[config.mk]
export PLATFORM = sky130hd
export DESIGN_NAME = hftx_ctrl
export DESIGN_NICKNAME = d
export VERILOG_FILES = /design/src/rtl/hftx_pkg.sv /design/src/rtl/hftx_ctrl.sv /design/src/rtl/hftx_quad_div.sv
export VERILOG_INCLUDE_DIRS = /design/src /design/src/rtl
export SDC_FILE = /design/constraint.sdc
export NUM_CORES = 1
export LEC_CHECK = 0
export BUFFER_PORTS_ARGS = -buffer_cell sky130_fd_sc_hd__clkbuf_2
export CELL_PAD_IN_SITES_DETAIL_PLACEMENT = 0
export CELL_PAD_IN_SITES_GLOBAL_PLACEMENT = 1
export CORE_MARGIN = 8
export CORE_UTILIZATION = 31
export DETAILED_ROUTE_END_ITERATION = 10
export GPL_TIMING_DRIVEN = 1
export PLACE_DENSITY = 0.68
export SETUP_SLACK_MARGIN = 0.15
export SYNTH_ARGS = -nofsm -noshare
export SYNTH_HDL_FRONTEND = slang
export SYNTH_SLANG_ARGS = --single-unit
[constraint.sdc]
create_clock -name hclk -period 3.6 [get_ports hclk]
set_clock_uncertainty 0.1 [all_clocks]
set_input_delay 0 -clock hclk [delete_from_list [all_inputs] [get_ports hclk]]
set_output_delay 0 -clock hclk [all_outputs]
set_load 0.01 [all_outputs]
[src/rtl/hftx_map.svh]
// Constants for the transmit path control block: offsets, fields, resets, timing.
// Assumes inclusion by the design modules and the testbench only.
`ifndef HFTX_MAP_SVH
`define HFTX_MAP_SVH

// Register byte offsets
`define HFTX_OFF_CTRL 12'h000
`define HFTX_OFF_FILT 12'h004
`define HFTX_OFF_STAT 12'h008
`define HFTX_OFF_DRV 12'h00c

// Control register fields
`define HFTX_CTRL_MODE_LSB 0
`define HFTX_CTRL_PWR_LSB 4
`define HFTX_CTRL_TX_BIT 8
`define HFTX_CTRL_PTT_BIT 9
`define HFTX_CTRL_RESET 32'h0000_0000

// Filter register fields
`define HFTX_FILT_DRV_LSB 0
`define HFTX_FILT_HARM_LSB 4
`define HFTX_FILT_RESET 32'h0000_0000

// Clock and reference rates in Hz
`define HFTX_CLK_HZ 250000000
`define HFTX_REF_HZ 4800000
`define HFTX_QREF_HZ 1200000
`define HFTX_SIDETONE_HZ 1200
`define HFTX_VOICE_TONE_HZ 1700
`define HFTX_MSG_TONE_HZ 2200
`define HFTX_DATA_TONE_HZ 2000

// Half-periods in system clocks of the divided references
`define HFTX_QREF_HALF ((`HFTX_CLK_HZ / `HFTX_QREF_HZ) / 2)
`define HFTX_SIDE_HALF ((`HFTX_CLK_HZ / `HFTX_SIDETONE_HZ) / 2)
// Quarter periods of the quadrature tones
`define HFTX_VOICE_QTR ((`HFTX_CLK_HZ / `HFTX_VOICE_TONE_HZ) / 4)
`define HFTX_MSG_QTR ((`HFTX_CLK_HZ / `HFTX_MSG_TONE_HZ) / 4)
`define HFTX_DATA_QTR ((`HFTX_CLK_HZ / `HFTX_DATA_TONE_HZ) / 4)

`endif

[src/rtl/hftx_pkg.sv]
// Types for the transmit path control block.
// Assumes the map header sits beside it in rtl/.
package hftx_pkg;
  // Mode switch encodings
  typedef enum logic [2:0] {
    HFTX_MODE_CW, HFTX_MODE_VOICE, HFTX_MODE_DATA75, HFTX_MODE_DATA150,
    HFTX_MODE_DATA300, HFTX_MODE_MSG
  } hftx_mode_e;
  // Power switch encodings
  typedef enum logic [2:0] {
    HFTX_PWR_OFF, HFTX_PWR_TEST, HFTX_PWR_LOW, HFTX_PWR_HIGH, HFTX_PWR_BATT,
    HFTX_PWR_STANDBY
  } hftx_pwr_e;
  // Tone-source selection
  typedef enum logic [1:0] {
    HFTX_SIDE_PREAMP, HFTX_SIDE_BPF, HFTX_SIDE_CW, HFTX_SIDE_NONE
  } hftx_side_e;
  // Bus transfer states
  typedef enum logic [1:0] {HFTX_HTRANS_IDLE = 2'h0, HFTX_HTRANS_NONSEQ = 2'h2} hftx_htrans_e;
endpackage : hftx_pkg

[src/rtl/hftx_ctrl.sv]
// Transmit path control: filter decode, mode routing, tone dividers, bias.
// Assumes a single AHB-Lite master; all divided references run on hclk.
// Contract
// - Three-bit code drives one of eight lines
// - Only selected drive filter input enabled
// - Two-bit code energises one harmonic relay
// - Receiving de-energises all harmonic relays
// - Reference divided by four, quadrature carriers
// - Speech processing only in voice mode
// - Voice: quadrature tones to first pair
// - Second pair tones antiphase to first
// - Message 2.2 kHz, data 2 kHz tone
// - CW disables phasing, asserts imbalance drive
// - Message mode routes phaser to modulators
// - Data mode routes modem tone via bandpass
// - Sidetone source chosen by mode
// - CW sidetone divided to fixed tone
// - Normal transmit drives bias selects low
// - Battery check with key: bias high
// - Power reference follows power switch
// - Receive or off isolates power amplifier
//
// Implementation choices: the AHB-Lite interface to the registers and the register addresses.
`timescale 1ns/1ps
`include "hftx_map.svh"
module hftx_ctrl import hftx_pkg::*; #(
  parameter int DRV_N = 8,
  parameter int HARM_N = 4
) (
  // Clock and reset
  input wire logic hclk,
  input wire logic hresetn,
  // AHB-Lite slave
  input wire logic hsel,
  input wire logic [11:0] haddr,
  input wire logic [1:0] htrans,
  input wire logic hwrite,
  input wire logic [2:0] hsize,
  input wire logic [31:0] hwdata,
  input wire logic hready,
  output logic [31:0] hrdata,
  output logic hreadyout,
  output logic hresp,
  // Filter selection and amplifier relay
  output logic [DRV_N-1:0] drive_filter_en,
  output logic [HARM_N-1:0] harm_relay,
  output logic pa_connect,
  // Signal routing
  output logic speech_proc_en,
  output logic voice_gain_leveller_en,
  output logic message_unit_modem_source,
  output logic phasing_en,
  output logic carrier_imbalance_drive,
  output logic [1:0] sidetone_src,
  // Divided references and tones
  output logic carrier_0,
  output logic carrier_90,
  output logic modulator_a1,
  output logic modulator_a2,
  output logic modulator_b1,
  output logic modulator_b2,
  output logic sidetone_tone,
  // Power amplifier controls
  output logic [1:0] bias_sel,
  output logic [1:0] power_ref
);
  localparam int CW = 18;

  // Register file
  logic [31:0] ctrl_ff, nxt_ctrl;
  logic [31:0] filt_ff, nxt_filt;
  logic wr_pend_ff, nxt_wr_pend;
  logic [11:0] wr_addr_ff, nxt_wr_addr;
  logic [31:0] hrdata_ff, nxt_hrdata;

  logic [2:0] mode;
  logic [2:0] pwr;
  logic tx, ptt;
  logic acc;
  assign mode = ctrl_ff[`HFTX_CTRL_MODE_LSB +: 3];
  assign pwr = ctrl_ff[`HFTX_CTRL_PWR_LSB +: 3];
  assign tx = ctrl_ff[`HFTX_CTRL_TX_BIT];
  assign ptt = ctrl_ff[`HFTX_CTRL_PTT_BIT];
  assign acc = hsel && hready && htrans[1];

  // Bus slave: zero-wait, writes land at the end of the data phase
  always_comb begin
    nxt_ctrl = ctrl_ff;
    nxt_filt = filt_ff;
    nxt_wr_pend = 1'b0;
    nxt_wr_addr = wr_addr_ff;
    nxt_hrdata = hrdata_ff;
    if (wr_pend_ff) begin
      case (wr_addr_ff)
        `HFTX_OFF_CTRL: nxt_ctrl = {22'h0, hwdata[9:0]};
        `HFTX_OFF_FILT: nxt_filt = {26'h0, hwdata[5:4], 1'b0, hwdata[2:0]};
        default: ;
      endcase
    end
    if (acc) begin
      nxt_wr_pend = hwrite;
      nxt_wr_addr = {haddr[11:2], 2'h0};
      case ({haddr[11:2], 2'h0})
        `HFTX_OFF_CTRL: nxt_hrdata = ctrl_ff;
        `HFTX_OFF_FILT: nxt_hrdata = filt_ff;
        `HFTX_OFF_STAT: nxt_hrdata = {24'h0, bias_sel, power_ref, pa_connect,
                                      phasing_en, carrier_imbalance_drive, speech_proc_en};
        `HFTX_OFF_DRV: nxt_hrdata = {20'h0, harm_relay, drive_filter_en};
        default: nxt_hrdata = 32'h0000_0000;
      endcase
    end
  end

  always_ff @(posedge hclk or negedge hresetn) begin
    if (!hresetn) begin
      ctrl_ff <= `HFTX_CTRL_RESET;
      filt_ff <= `HFTX_FILT_RESET;
      wr_pend_ff <= 1'b0;
      wr_addr_ff <= 12'h000;
      hrdata_ff <= 32'h0000_0000;
    end else begin
      ctrl_ff <= nxt_ctrl;
      filt_ff <= nxt_filt;
      wr_pend_ff <= nxt_wr_pend;
      wr_addr_ff <= nxt_wr_addr;
      hrdata_ff <= nxt_hrdata;
    end
  end

  assign hrdata = hrdata_ff;
  assign hreadyout = 1'b1; // Never stalls; every register is a flop
  assign hresp = 1'b0;

  // Decoded control outputs, all registered together
  logic [DRV_N-1:0] drv_ff, nxt_drv;
  logic [HARM_N-1:0] harm_ff, nxt_harm;
  logic [7:0] route_ff, nxt_route;
  logic [1:0] bias_ff, nxt_bias;
  logic [1:0] pref_ff, nxt_pref;
  logic [CW-1:0] tone_step;
  logic tone_run;

  // One-hot filter decodes in binary order
  genvar gi;
  generate
    for (gi = 0; gi < DRV_N; gi++) begin : g_drv
      assign nxt_drv[gi] = (filt_ff[2:0] == 3'(gi));
    end
    for (gi = 0; gi < HARM_N; gi++) begin : g_harm
      assign nxt_harm[gi] = tx && (filt_ff[5:4] == 2'(gi));
    end
  endgenerate

  // Mode routing: one vector so every switch moves in one edge
  // Bits: speech, leveller, modem src, phasing, imbalance, pa, sidetone[1:0]
  always_comb begin
    nxt_route = 8'h00;
    tone_run = 1'b0;
    tone_step = CW'(`HFTX_VOICE_QTR);
    case (mode)
      HFTX_MODE_VOICE: begin
        nxt_route = {1'b1, 1'b1, 1'b0, 1'b1, 1'b0, 1'b0, HFTX_SIDE_PREAMP};
        tone_run = 1'b1;
      end
      HFTX_MODE_MSG: begin
        nxt_route = {1'b0, 1'b0, 1'b0, 1'b1, 1'b0, 1'b0, HFTX_SIDE_BPF};
        tone_run = 1'b1;
        tone_step = CW'(`HFTX_MSG_QTR);
      end
      HFTX_MODE_DATA75, HFTX_MODE_DATA150, HFTX_MODE_DATA300: begin
        nxt_route = {1'b0, 1'b0, 1'b1, 1'b1, 1'b0, 1'b0, HFTX_SIDE_BPF};
        tone_run = 1'b1;
        tone_step = CW'(`HFTX_DATA_QTR);
      end
      HFTX_MODE_CW: begin
        nxt_route = {1'b0, 1'b0, 1'b0, 1'b0, 1'b1, 1'b0, HFTX_SIDE_CW};
      end
      default: nxt_route = {6'h00, HFTX_SIDE_NONE};
    endcase
    // Relay isolates the amplifier on receive or power off
    nxt_route[2] = tx && (pwr != HFTX_PWR_OFF);
  end

  // Bias and power reference from the power switch
  always_comb begin
    nxt_bias = 2'h0;
    if (tx && ptt && pwr == HFTX_PWR_BATT) begin
      nxt_bias = 2'h3;
    end
    case (pwr)
      HFTX_PWR_LOW: nxt_pref = 2'h1;
      HFTX_PWR_HIGH: nxt_pref = 2'h2;
      default: nxt_pref = 2'h0;
    endcase
  end

  always_ff @(posedge hclk or negedge hresetn) begin
    if (!hresetn) begin
      drv_ff <= DRV_N'(1); // Code zero's line, so exactly one line is always on
      harm_ff <= '0;
      route_ff <= 8'h00;
      bias_ff <= 2'h0;
      pref_ff <= 2'h0;
    end else begin
      drv_ff <= nxt_drv;
      harm_ff <= nxt_harm;
      route_ff <= nxt_route;
      bias_ff <= nxt_bias;
      pref_ff <= nxt_pref;
    end
  end

  assign drive_filter_en = drv_ff;
  assign harm_relay = harm_ff;
  assign speech_proc_en = route_ff[7];
  assign voice_gain_leveller_en = route_ff[6];
  assign message_unit_modem_source = route_ff[5];
  assign phasing_en = route_ff[4];
  assign carrier_imbalance_drive = route_ff[3];
  assign pa_connect = route_ff[2];
  assign sidetone_src = route_ff[1:0];
  assign bias_sel = bias_ff;
  assign power_ref = pref_ff;

  // 1.2 MHz reference then divide-by-four to quadrature 300 kHz carriers
  logic [CW-1:0] qref_cnt_ff, nxt_qref_cnt;
  logic qref_tick;
  always_comb begin
    qref_tick = (qref_cnt_ff == CW'(`HFTX_QREF_HALF - 1));
    nxt_qref_cnt = qref_tick ? '0 : qref_cnt_ff + CW'(1);
  end
  always_ff @(posedge hclk or negedge hresetn) begin
    if (!hresetn) begin
      qref_cnt_ff <= '0;
    end else begin
      qref_cnt_ff <= nxt_qref_cnt;
    end
  end

  // Two half-periods of the reference make one quarter of the carrier
  logic c0_w, c90_w, t0_w, t90_w;
  hftx_quad_div #(.CW(CW)) u_carrier (
    .clk(hclk),
    .rst_n(hresetn),
    .run(1'b1),
    .step(CW'(2 * `HFTX_QREF_HALF)),
    .q0(c0_w),
    .q90(c90_w)
  );

  // Modulating tone divider; held still in CW so phasing is off
  hftx_quad_div #(.CW(CW)) u_tone (
    .clk(hclk),
    .rst_n(hresetn),
    .run(tone_run),
    .step(tone_step),
    .q0(t0_w),
    .q90(t90_w)
  );

  // CW sidetone: fixed-level square wave
  logic [CW-1:0] side_cnt_ff, nxt_side_cnt;
  logic side_ff, nxt_side;
  always_comb begin
    nxt_side_cnt = side_cnt_ff;
    nxt_side = side_ff;
    if (mode != HFTX_MODE_CW) begin
      nxt_side_cnt = '0;
      nxt_side = 1'b0;
    end else if (side_cnt_ff == CW'(`HFTX_SIDE_HALF - 1)) begin
      nxt_side_cnt = '0;
      nxt_side = ~side_ff;
    end else begin
      nxt_side_cnt = side_cnt_ff + CW'(1);
    end
  end

  // Output staging for tones; modulator pairs gated by tone_run
  logic [6:0] tone_ff, nxt_tone;
  always_comb begin
    nxt_tone[0] = c0_w;
    nxt_tone[1] = c90_w;
    nxt_tone[2] = t0_w & tone_run;
    nxt_tone[3] = t90_w & tone_run;
    nxt_tone[4] = ~t0_w & tone_run;
    nxt_tone[5] = ~t90_w & tone_run;
    nxt_tone[6] = nxt_side;
  end

  always_ff @(posedge hclk or negedge hresetn) begin
    if (!hresetn) begin
      side_cnt_ff <= '0;
      side_ff <= 1'b0;
      tone_ff <= 7'h00;
    end else begin
      side_cnt_ff <= nxt_side_cnt;
      side_ff <= nxt_side;
      tone_ff <= nxt_tone;
    end
  end

  assign carrier_0 = tone_ff[0];
  assign carrier_90 = tone_ff[1];
  assign modulator_a1 = tone_ff[2];
  assign modulator_a2 = tone_ff[3];
  assign modulator_b1 = tone_ff[4];
  assign modulator_b2 = tone_ff[5];
  assign sidetone_tone = tone_ff[6];

  // Checks
  drv_onehot_a: assert property (@(posedge hclk) disable iff (!hresetn)
    $onehot(drive_filter_en)) else $error("drive filter select not one-hot");
  drv_match_a: assert property (@(posedge hclk) disable iff (!hresetn)
    drive_filter_en == DRV_N'(1) << $past(filt_ff[2:0])) else $error("wrong drive filter");
  harm_one_a: assert property (@(posedge hclk) disable iff (!hresetn)
    $past(tx) |-> harm_relay == HARM_N'(1) << $past(filt_ff[5:4]))
    else $error("wrong harmonic relay");
  harm_rx_a: assert property (@(posedge hclk) disable iff (!hresetn)
    !$past(tx) |-> harm_relay == '0) else $error("relay energised on receive");
  speech_voice_a: assert property (@(posedge hclk) disable iff (!hresetn)
    speech_proc_en == ($past(mode) == HFTX_MODE_VOICE)) else $error("speech path wrong");
  antiphase_a: assert property (@(posedge hclk) disable iff (!hresetn)
    speech_proc_en |-> modulator_b1 == !modulator_a1) else $error("second pair not antiphase");
  cw_phase_a: assert property (@(posedge hclk) disable iff (!hresetn)
    carrier_imbalance_drive |-> !phasing_en && !modulator_a1) else $error("cw phasing on");
  bias_batt_a: assert property (@(posedge hclk) disable iff (!hresetn)
    ($past(tx) && $past(ptt) && $past(pwr) == HFTX_PWR_BATT) == (bias_sel == 2'h3))
    else $error("bias select wrong");
  pa_iso_a: assert property (@(posedge hclk) disable iff (!hresetn)
    (!$past(tx) || $past(pwr) == HFTX_PWR_OFF) |-> !pa_connect) else $error("pa not isolated");
  same_edge_a: assert property (@(posedge hclk) disable iff (!hresetn)
    $changed(phasing_en) |-> $changed(sidetone_src) || $changed(speech_proc_en)
      || $changed(carrier_imbalance_drive) || $changed(message_unit_modem_source))
    else $error("routing split over edges");
  // Carrier phases only step on every second reference half-period
  carrier_tick_a: assert property (@(posedge hclk) disable iff (!hresetn)
    ($changed(c0_w) || $changed(c90_w)) |-> $past(qref_tick))
    else $error("carrier off reference");
endmodule : hftx_ctrl

[src/rtl/hftx_quad_div.sv]
// Quadrature divider: a divide-by-four of a quarter-period count of step clocks.
// Assumes one system clock; period words change only between enables.
`timescale 1ns/1ps
`include "hftx_map.svh"
module hftx_quad_div import hftx_pkg::*; #(
  parameter int CW = 18
) (
  // Clock and reset
  input wire logic clk,
  input wire logic rst_n,
  // Control
  input wire logic run,
  input wire logic [CW-1:0] step,
  // Quadrature outputs
  output logic q0,
  output logic q90
);
  logic [CW-1:0] cnt_ff, nxt_cnt;
  logic [1:0] ph_ff, nxt_ph;

  // Count step cycles per quarter, then advance a two-bit Johnson phase
  always_comb begin
    nxt_cnt = cnt_ff;
    nxt_ph = ph_ff;
    if (!run) begin
      nxt_cnt = '0;
      nxt_ph = 2'h0;
    end else if (cnt_ff >= step - CW'(1)) begin
      nxt_cnt = '0;
      nxt_ph = {ph_ff[0], ~ph_ff[1]};
    end else begin
      nxt_cnt = cnt_ff + CW'(1);
    end
  end

  always_ff @(posedge clk or negedge rst_n) begin
    if (!rst_n) begin
      cnt_ff <= '0;
      ph_ff <= 2'h0;
    end else begin
      cnt_ff <= nxt_cnt;
      ph_ff <= nxt_ph;
    end
  end

  // Johnson bits are a quarter period apart
  assign q0 = ph_ff[0];
  assign q90 = ph_ff[1];
endmodule : hftx_quad_div
* Word-level counts from Yosys, hierarchy flattened
Cells that the tools add are included. W data, S select, Z words.
Storage, ports and cells: bits in registers 148, input port bits 54, output and inout bits 65, word-level logic and storage cells 91
Cells by class: add/sub/neg operators 4, order comparisons 2, eq/ne operators 24, multiplexer cells 16, bitwise logic cells 8, reductions and logical operators 20
Operators by type and width (number):
- $mux W18 | 5
- $add A18 B1 Y18 const B | 3
- $pmux W12 S4 | 1
- $pmux W16 S2 | 1
- $pmux W8 S4 | 1
- $eq A3 B3 Y1 const B | 7
- $eq A10 B1 Y1 const B | 2
- $eq A10 B2 Y1 const B | 2
- $eq A18 B17 Y1 const B | 1
- $eq A3 B2 Y1 const B | 6
- $ge A18 B18 Y1 | 1
- $ge A18 B8 Y1 const B | 1
- $sub A16 B1 Y17 const B | 1
- $logic_not A12 Y1 | 1
- $logic_not A10 Y1 | 1
- $logic_and A1 B1 Y1 | 9
- $eq A3 B1 Y1 const B | 2
- $logic_not A3 Y1 | 2
- $mux W2 | 3
- $reduce_bool A3 Y1 | 2
- $reduce_or A5 Y1 | 1
- $and A1 B1 Y1 | 4
- $eq A2 B2 Y1 const B | 2
- $mux W1 | 4
- 7 further kinds | 11

* Depth between registers and ports, before layout
depth in word-level cells 7, mapped depth 13, depth with buffers taken out 12

* Hierarchy
Synthesis repeated with hierarchy kept, for this count alone.
Second synthesis, totals: cells, all modules 668, area total of the unflattened synthesis 6939.2 um^2
Modules (own cells, without submodules):
- hftx_ctrl | instances 1, cells an instance 319, area an instance 3741.1 um^2, sequential area each 2128.3 um^2
- hftx_quad_div (u_carrier) | instances 1, cells an instance 175, area an instance 1605.3 um^2, sequential area each 500.5 um^2
- hftx_quad_div (u_tone) | instances 1, cells an instance 174, area an instance 1592.8 um^2, sequential area each 500.5 um^2

* Worst setup path after synthesis
Ideal clock, no wire load.
kind reg2reg, start point reg ctrl_ff[2], end point reg u_tone.ph_ff[0], setup time 0.125 ns, data arrival time 2.608 ns, required time 3.375 ns, setup slack 0.767 ns, cell stages (with the launch flop) 12, buffers on the path 1, period minus slack after synthesis 2.833 ns, path through dfrtp_1 buf_2 mux2_2 inv_1 ha_1 inv_1 ha_1 a2111oi_2 nand3_1 a211oi_2 o21ai_4 mux2_4
Between the ends: longest elaborated chain between the ends 6, elaborated cells on any way between the ends 13, those cells by class add/sub (1); order compare (1); eq/ne (6); mux (3); reduce/logical (2)
Ends and longest elaborated chain:
- start: declaration | RTL line hftx_ctrl.sv:70 | logic [31:0] ctrl_ff, nxt_ctrl;
- start signal: assignment | RTL line hftx_ctrl.sv:116 | ctrl_ff <= `HFTX_CTRL_RESET;
- start signal: assignment | RTL line hftx_ctrl.sv:122 | ctrl_ff <= nxt_ctrl;
- $eq A3 B2 Y1 or $eq A3 B3 Y1 (tied branches) | RTL line hftx_ctrl.sv:160 | case (mode)
- $reduce_or A3 Y1 | RTL line hftx_ctrl.sv:160
- $pmux W16 S2 | RTL line hftx_ctrl.sv:160
- $sub A16 B1 Y17 | RTL line hftx_quad_div.sv:28 | end else if (cnt_ff >= step - CW'(1)) begin
- $ge A18 B18 Y1 | RTL line hftx_quad_div.sv:28
- $ne A2 B1 Y1 (no line)
- end signal: assignment | RTL line hftx_quad_div.sv:42 | ph_ff <= nxt_ph;
- end: declaration | RTL line hftx_quad_div.sv:19 | logic [1:0] ph_ff, nxt_ph;
Parallel ways exist; a longest one is shown, timed or not. A chain may end at the register's enable or synchronous reset.

* Worst setup path after layout
start point reg ctrl_ff[2], end point reg u_tone.ph_ff[1]
Same word-level chain as after synthesis.

==> flow_summary.ini <==
[cts]
cts.sinks = 125
clockBufferDepth = 2
cts_tree = built
ctsHtreeMaxLevel = 4
postCtsSetupRepairBufs = 0
numCtsBuffers = 17
insertion_delay_ns = 0.41
clkTransAtPathRegs_ns = 0.06
cts-root-buf = clkbuf_16

[synthesis]
ys_seq_area_share_pct = 55.2
ys_ff_latch = 125
synth_edf_count = 0
async_flop_share_pct = 100
yosys_warnings = 0
yosysUniqueCellTypes = 53
synth_cells = 483
synthFlopType = dfrtp_1
syn_avg_cell_area_um2 = 11.7
syn_area_um2 = 5670

[layout]
utilization_pct = 39.1
diodes = 0
design_area_um2 = 7020
layout.nets = 667
drive_gt1_share_pct = 25.0
area_delta_synth_final_pct = 23.9

[power]
p_leak_nw = 3.29
vdd_drop_max_v = 0.000260
power.total_w = 0.00359
p_per_area_nw_per_um2 = 511

[sta]
slew_violations = 0
fmax_ghz = 0.314
setup_viol = 0
hold_violations = 0
setup_tns_ns = 0
slew_headroom_pct = 37.5
grt_setup_unrepaired = false
final.min_clock_period_ns = 3.18
fin_ws_ns = 0.418
period_share_pct = 88.4
tightestPinTransition_ns = 0.938

[place]
finalWeightedCongestion = 0.796
place_area_um2 = 6210
hpwl_um = 8980
pre_cts_slack_ns = 0.437
io_buffers = 68

[detailed_routing]
drc = 0
dr.pass1.iters = 4
wirelength_um = 12500
ant_nets = 0
post_drt_wl_per_cell_um = 15.0
via_per_inst = 4.56
route.vias.total = 3805
drtIter0Drc = 234

[min_path]
min_to = wr_pend_ff
min_path_cells = 4
hp-start = hready
hold_path.class = in -> reg

[setup_path]
r2r_end = u_tone.ph_ff[1]
startpoint_type = flop
r2r-start = ctrl_ff[2]
cp_max_fo = 8
worstRegToRegCells = 11
path_class = reg -> reg
worstPathArrival_ns = 3.38
reg2reg_slack_ns = 0.42
required_ns = 3.79
cp-end-kind = flop

[die]
core-area_um2 = 18000
row_count = 49
die_height_um = 151
ios = 119
die_x_um = 151
start_util_pct = 31.5
fp.dieArea_um2 = 22900

[grt]
grt_usage_pct = 11.5
antenna_found_initial = 0
grt_pass1_vias = 4040
grt_max_degree = 75
grt_pass1_wl_um = 20500
grt-ovfl-total = 0

[outcome]
outcome = completed

[flow_run]
max_cap_viol_count = 0
-- area by class of cell --
| cell class | instances | area [um^2] |
|---|---|---|
| inverters | 15 | 56.3 |
| fillers | 1720 | 10900 |
| multi-input cells | 340 | 2360 |
| flip-flops and latches | 125 | 3130 |
| well taps | 229 | 287 |
| repair buffers | 93 | 583 |
| clock buffers | 18 | 439 |
| clock inverters | 14 | 160 |
-- critical path: stages, from the launching register on --
cell and delay, ns:
dfrtp_1 0.48, mux2_2 0.40, inv_1 0.08, ha_1 0.26
inv_1 0.12, nand2b_1 0.16, ha_1 0.29, nand4_1 0.14
a21oi_1 0.07, a2111oi_2 0.45, o21ai_4 0.19, mux2_4 0.33
-- sequential cells by signal (all words and copies together) (netlist names), 4 cells and up --
register	cells
ctrl_ff	10
drive_filter_en	8
filt_ff	5
harm_relay	4
hrdata	12
route_ff	7
side_cnt_ff	18
tone_ff	6
u_carrier.cnt_ff	18
u_tone.cnt_ff	18
wr_addr_ff	10
-- synthesized netlist by cell type, types with 4 or more instances --
cell      count  area, um^2
buf_4        24         180
and3_1        8        50.1
mux2_2       29         327
nor2_1       66         248
clkbuf_1      7        26.3
ha_1         21         263
mux4_2        5         113
nor3b_1       6        45.0
nor4_1        8        50.1
xor2_1       20         175
nand2_1      26        97.6
dfrtp_1     124        3100
nand4_1      10        62.6
nand3_1      25         125
xnor2_1      18         158
inv_1        15        56.3
a22o_1       11        96.3
nand2b_1      4        25.0
a21oi_1       5        25.0
nor3_1        7        35.0
-- worst max path at each step --
stage / to / slack [ns] / cells after the start / from
floorplan: u_tone.ph_ff[0] / 0.77 / 11 / ctrl_ff[2]
global placement: u_tone.ph_ff[1] / 0.50 / 12 / ctrl_ff[1]
detailed placement: u_tone.ph_ff[1] / 0.44 / 11 / ctrl_ff[2]
CTS: u_tone.ph_ff[1] / 0.40 / 11 / ctrl_ff[2]
global route: u_tone.ph_ff[1] / 0.19 / 12 / ctrl_ff[1]
finish: u_tone.ph_ff[1] / 0.42 / 11 / ctrl_ff[2]
-- through the flow --
step	hold WS [ns]	cells
after floorplan	-0.396	515
after global placement	0.0691	781
after detailed placement	0.0927	781
after CTS	0.00296	834
after global routing	0.0540	834
final	0.0130	834
-- timing repair --
item                      CTS  global route
gates resized for setup     0             0
hold buffers               21             0
hold endpoints to repair   99             0
-- routing by layer --
metal | vias to the layer above | wire (um) | global-route usage, %
li1 | 1839 | - | -
met1 | 1838 | 5780 | 15.0
met2 | 103 | 5690 | 17.6
met3 | 25 | 721 | 2.63
met4 | 0 | 303 | 6.09
met5 | - | 0 | 0
-- cell usage in the layout, fill, tap and decap left out, types with 17 or more instances in the layout --
| master | synthesis | routed |
|---|---|---|
| clkbuf_16 | 0 | 17 |
| clkbuf_2 | 0 | 67 |
| conb_1 | 2 | 34 |
| dfrtp_1 | 124 | 124 |
| dlygate4sd3_1 | 0 | 21 |
| ha_1 | 21 | 21 |
| mux2_2 | 29 | 29 |
| nand2_1 | 26 | 26 |
| nand3_1 | 25 | 25 |
| nor2_1 | 66 | 66 |
| xnor2_1 | 18 | 18 |
| xor2_1 | 20 | 20 |
-- where the power goes --
group	leakage (nW)	total (W)	switching (W)	internal (W)
sequential	1.66	0.00158	0.0000826	0.00149
clock	0.280	0.00171	0.000657	0.00105
combinational	1.35	0.000307	0.000170	0.000137
-- cell families after synthesis --
family          after synthesis  share of synthesized area (%)
buf+inv                      50                           5.19
mux                          36                           8.28
flops                       125                           55.2
fa+ha+maj                    21                           4.64
compound gates               34                           4.99
other cells                   2                          0.133
xor+xnor                     38                           5.87
simple gates                177                           15.7
No activity file was read; power rests on OpenSTA's default activity.
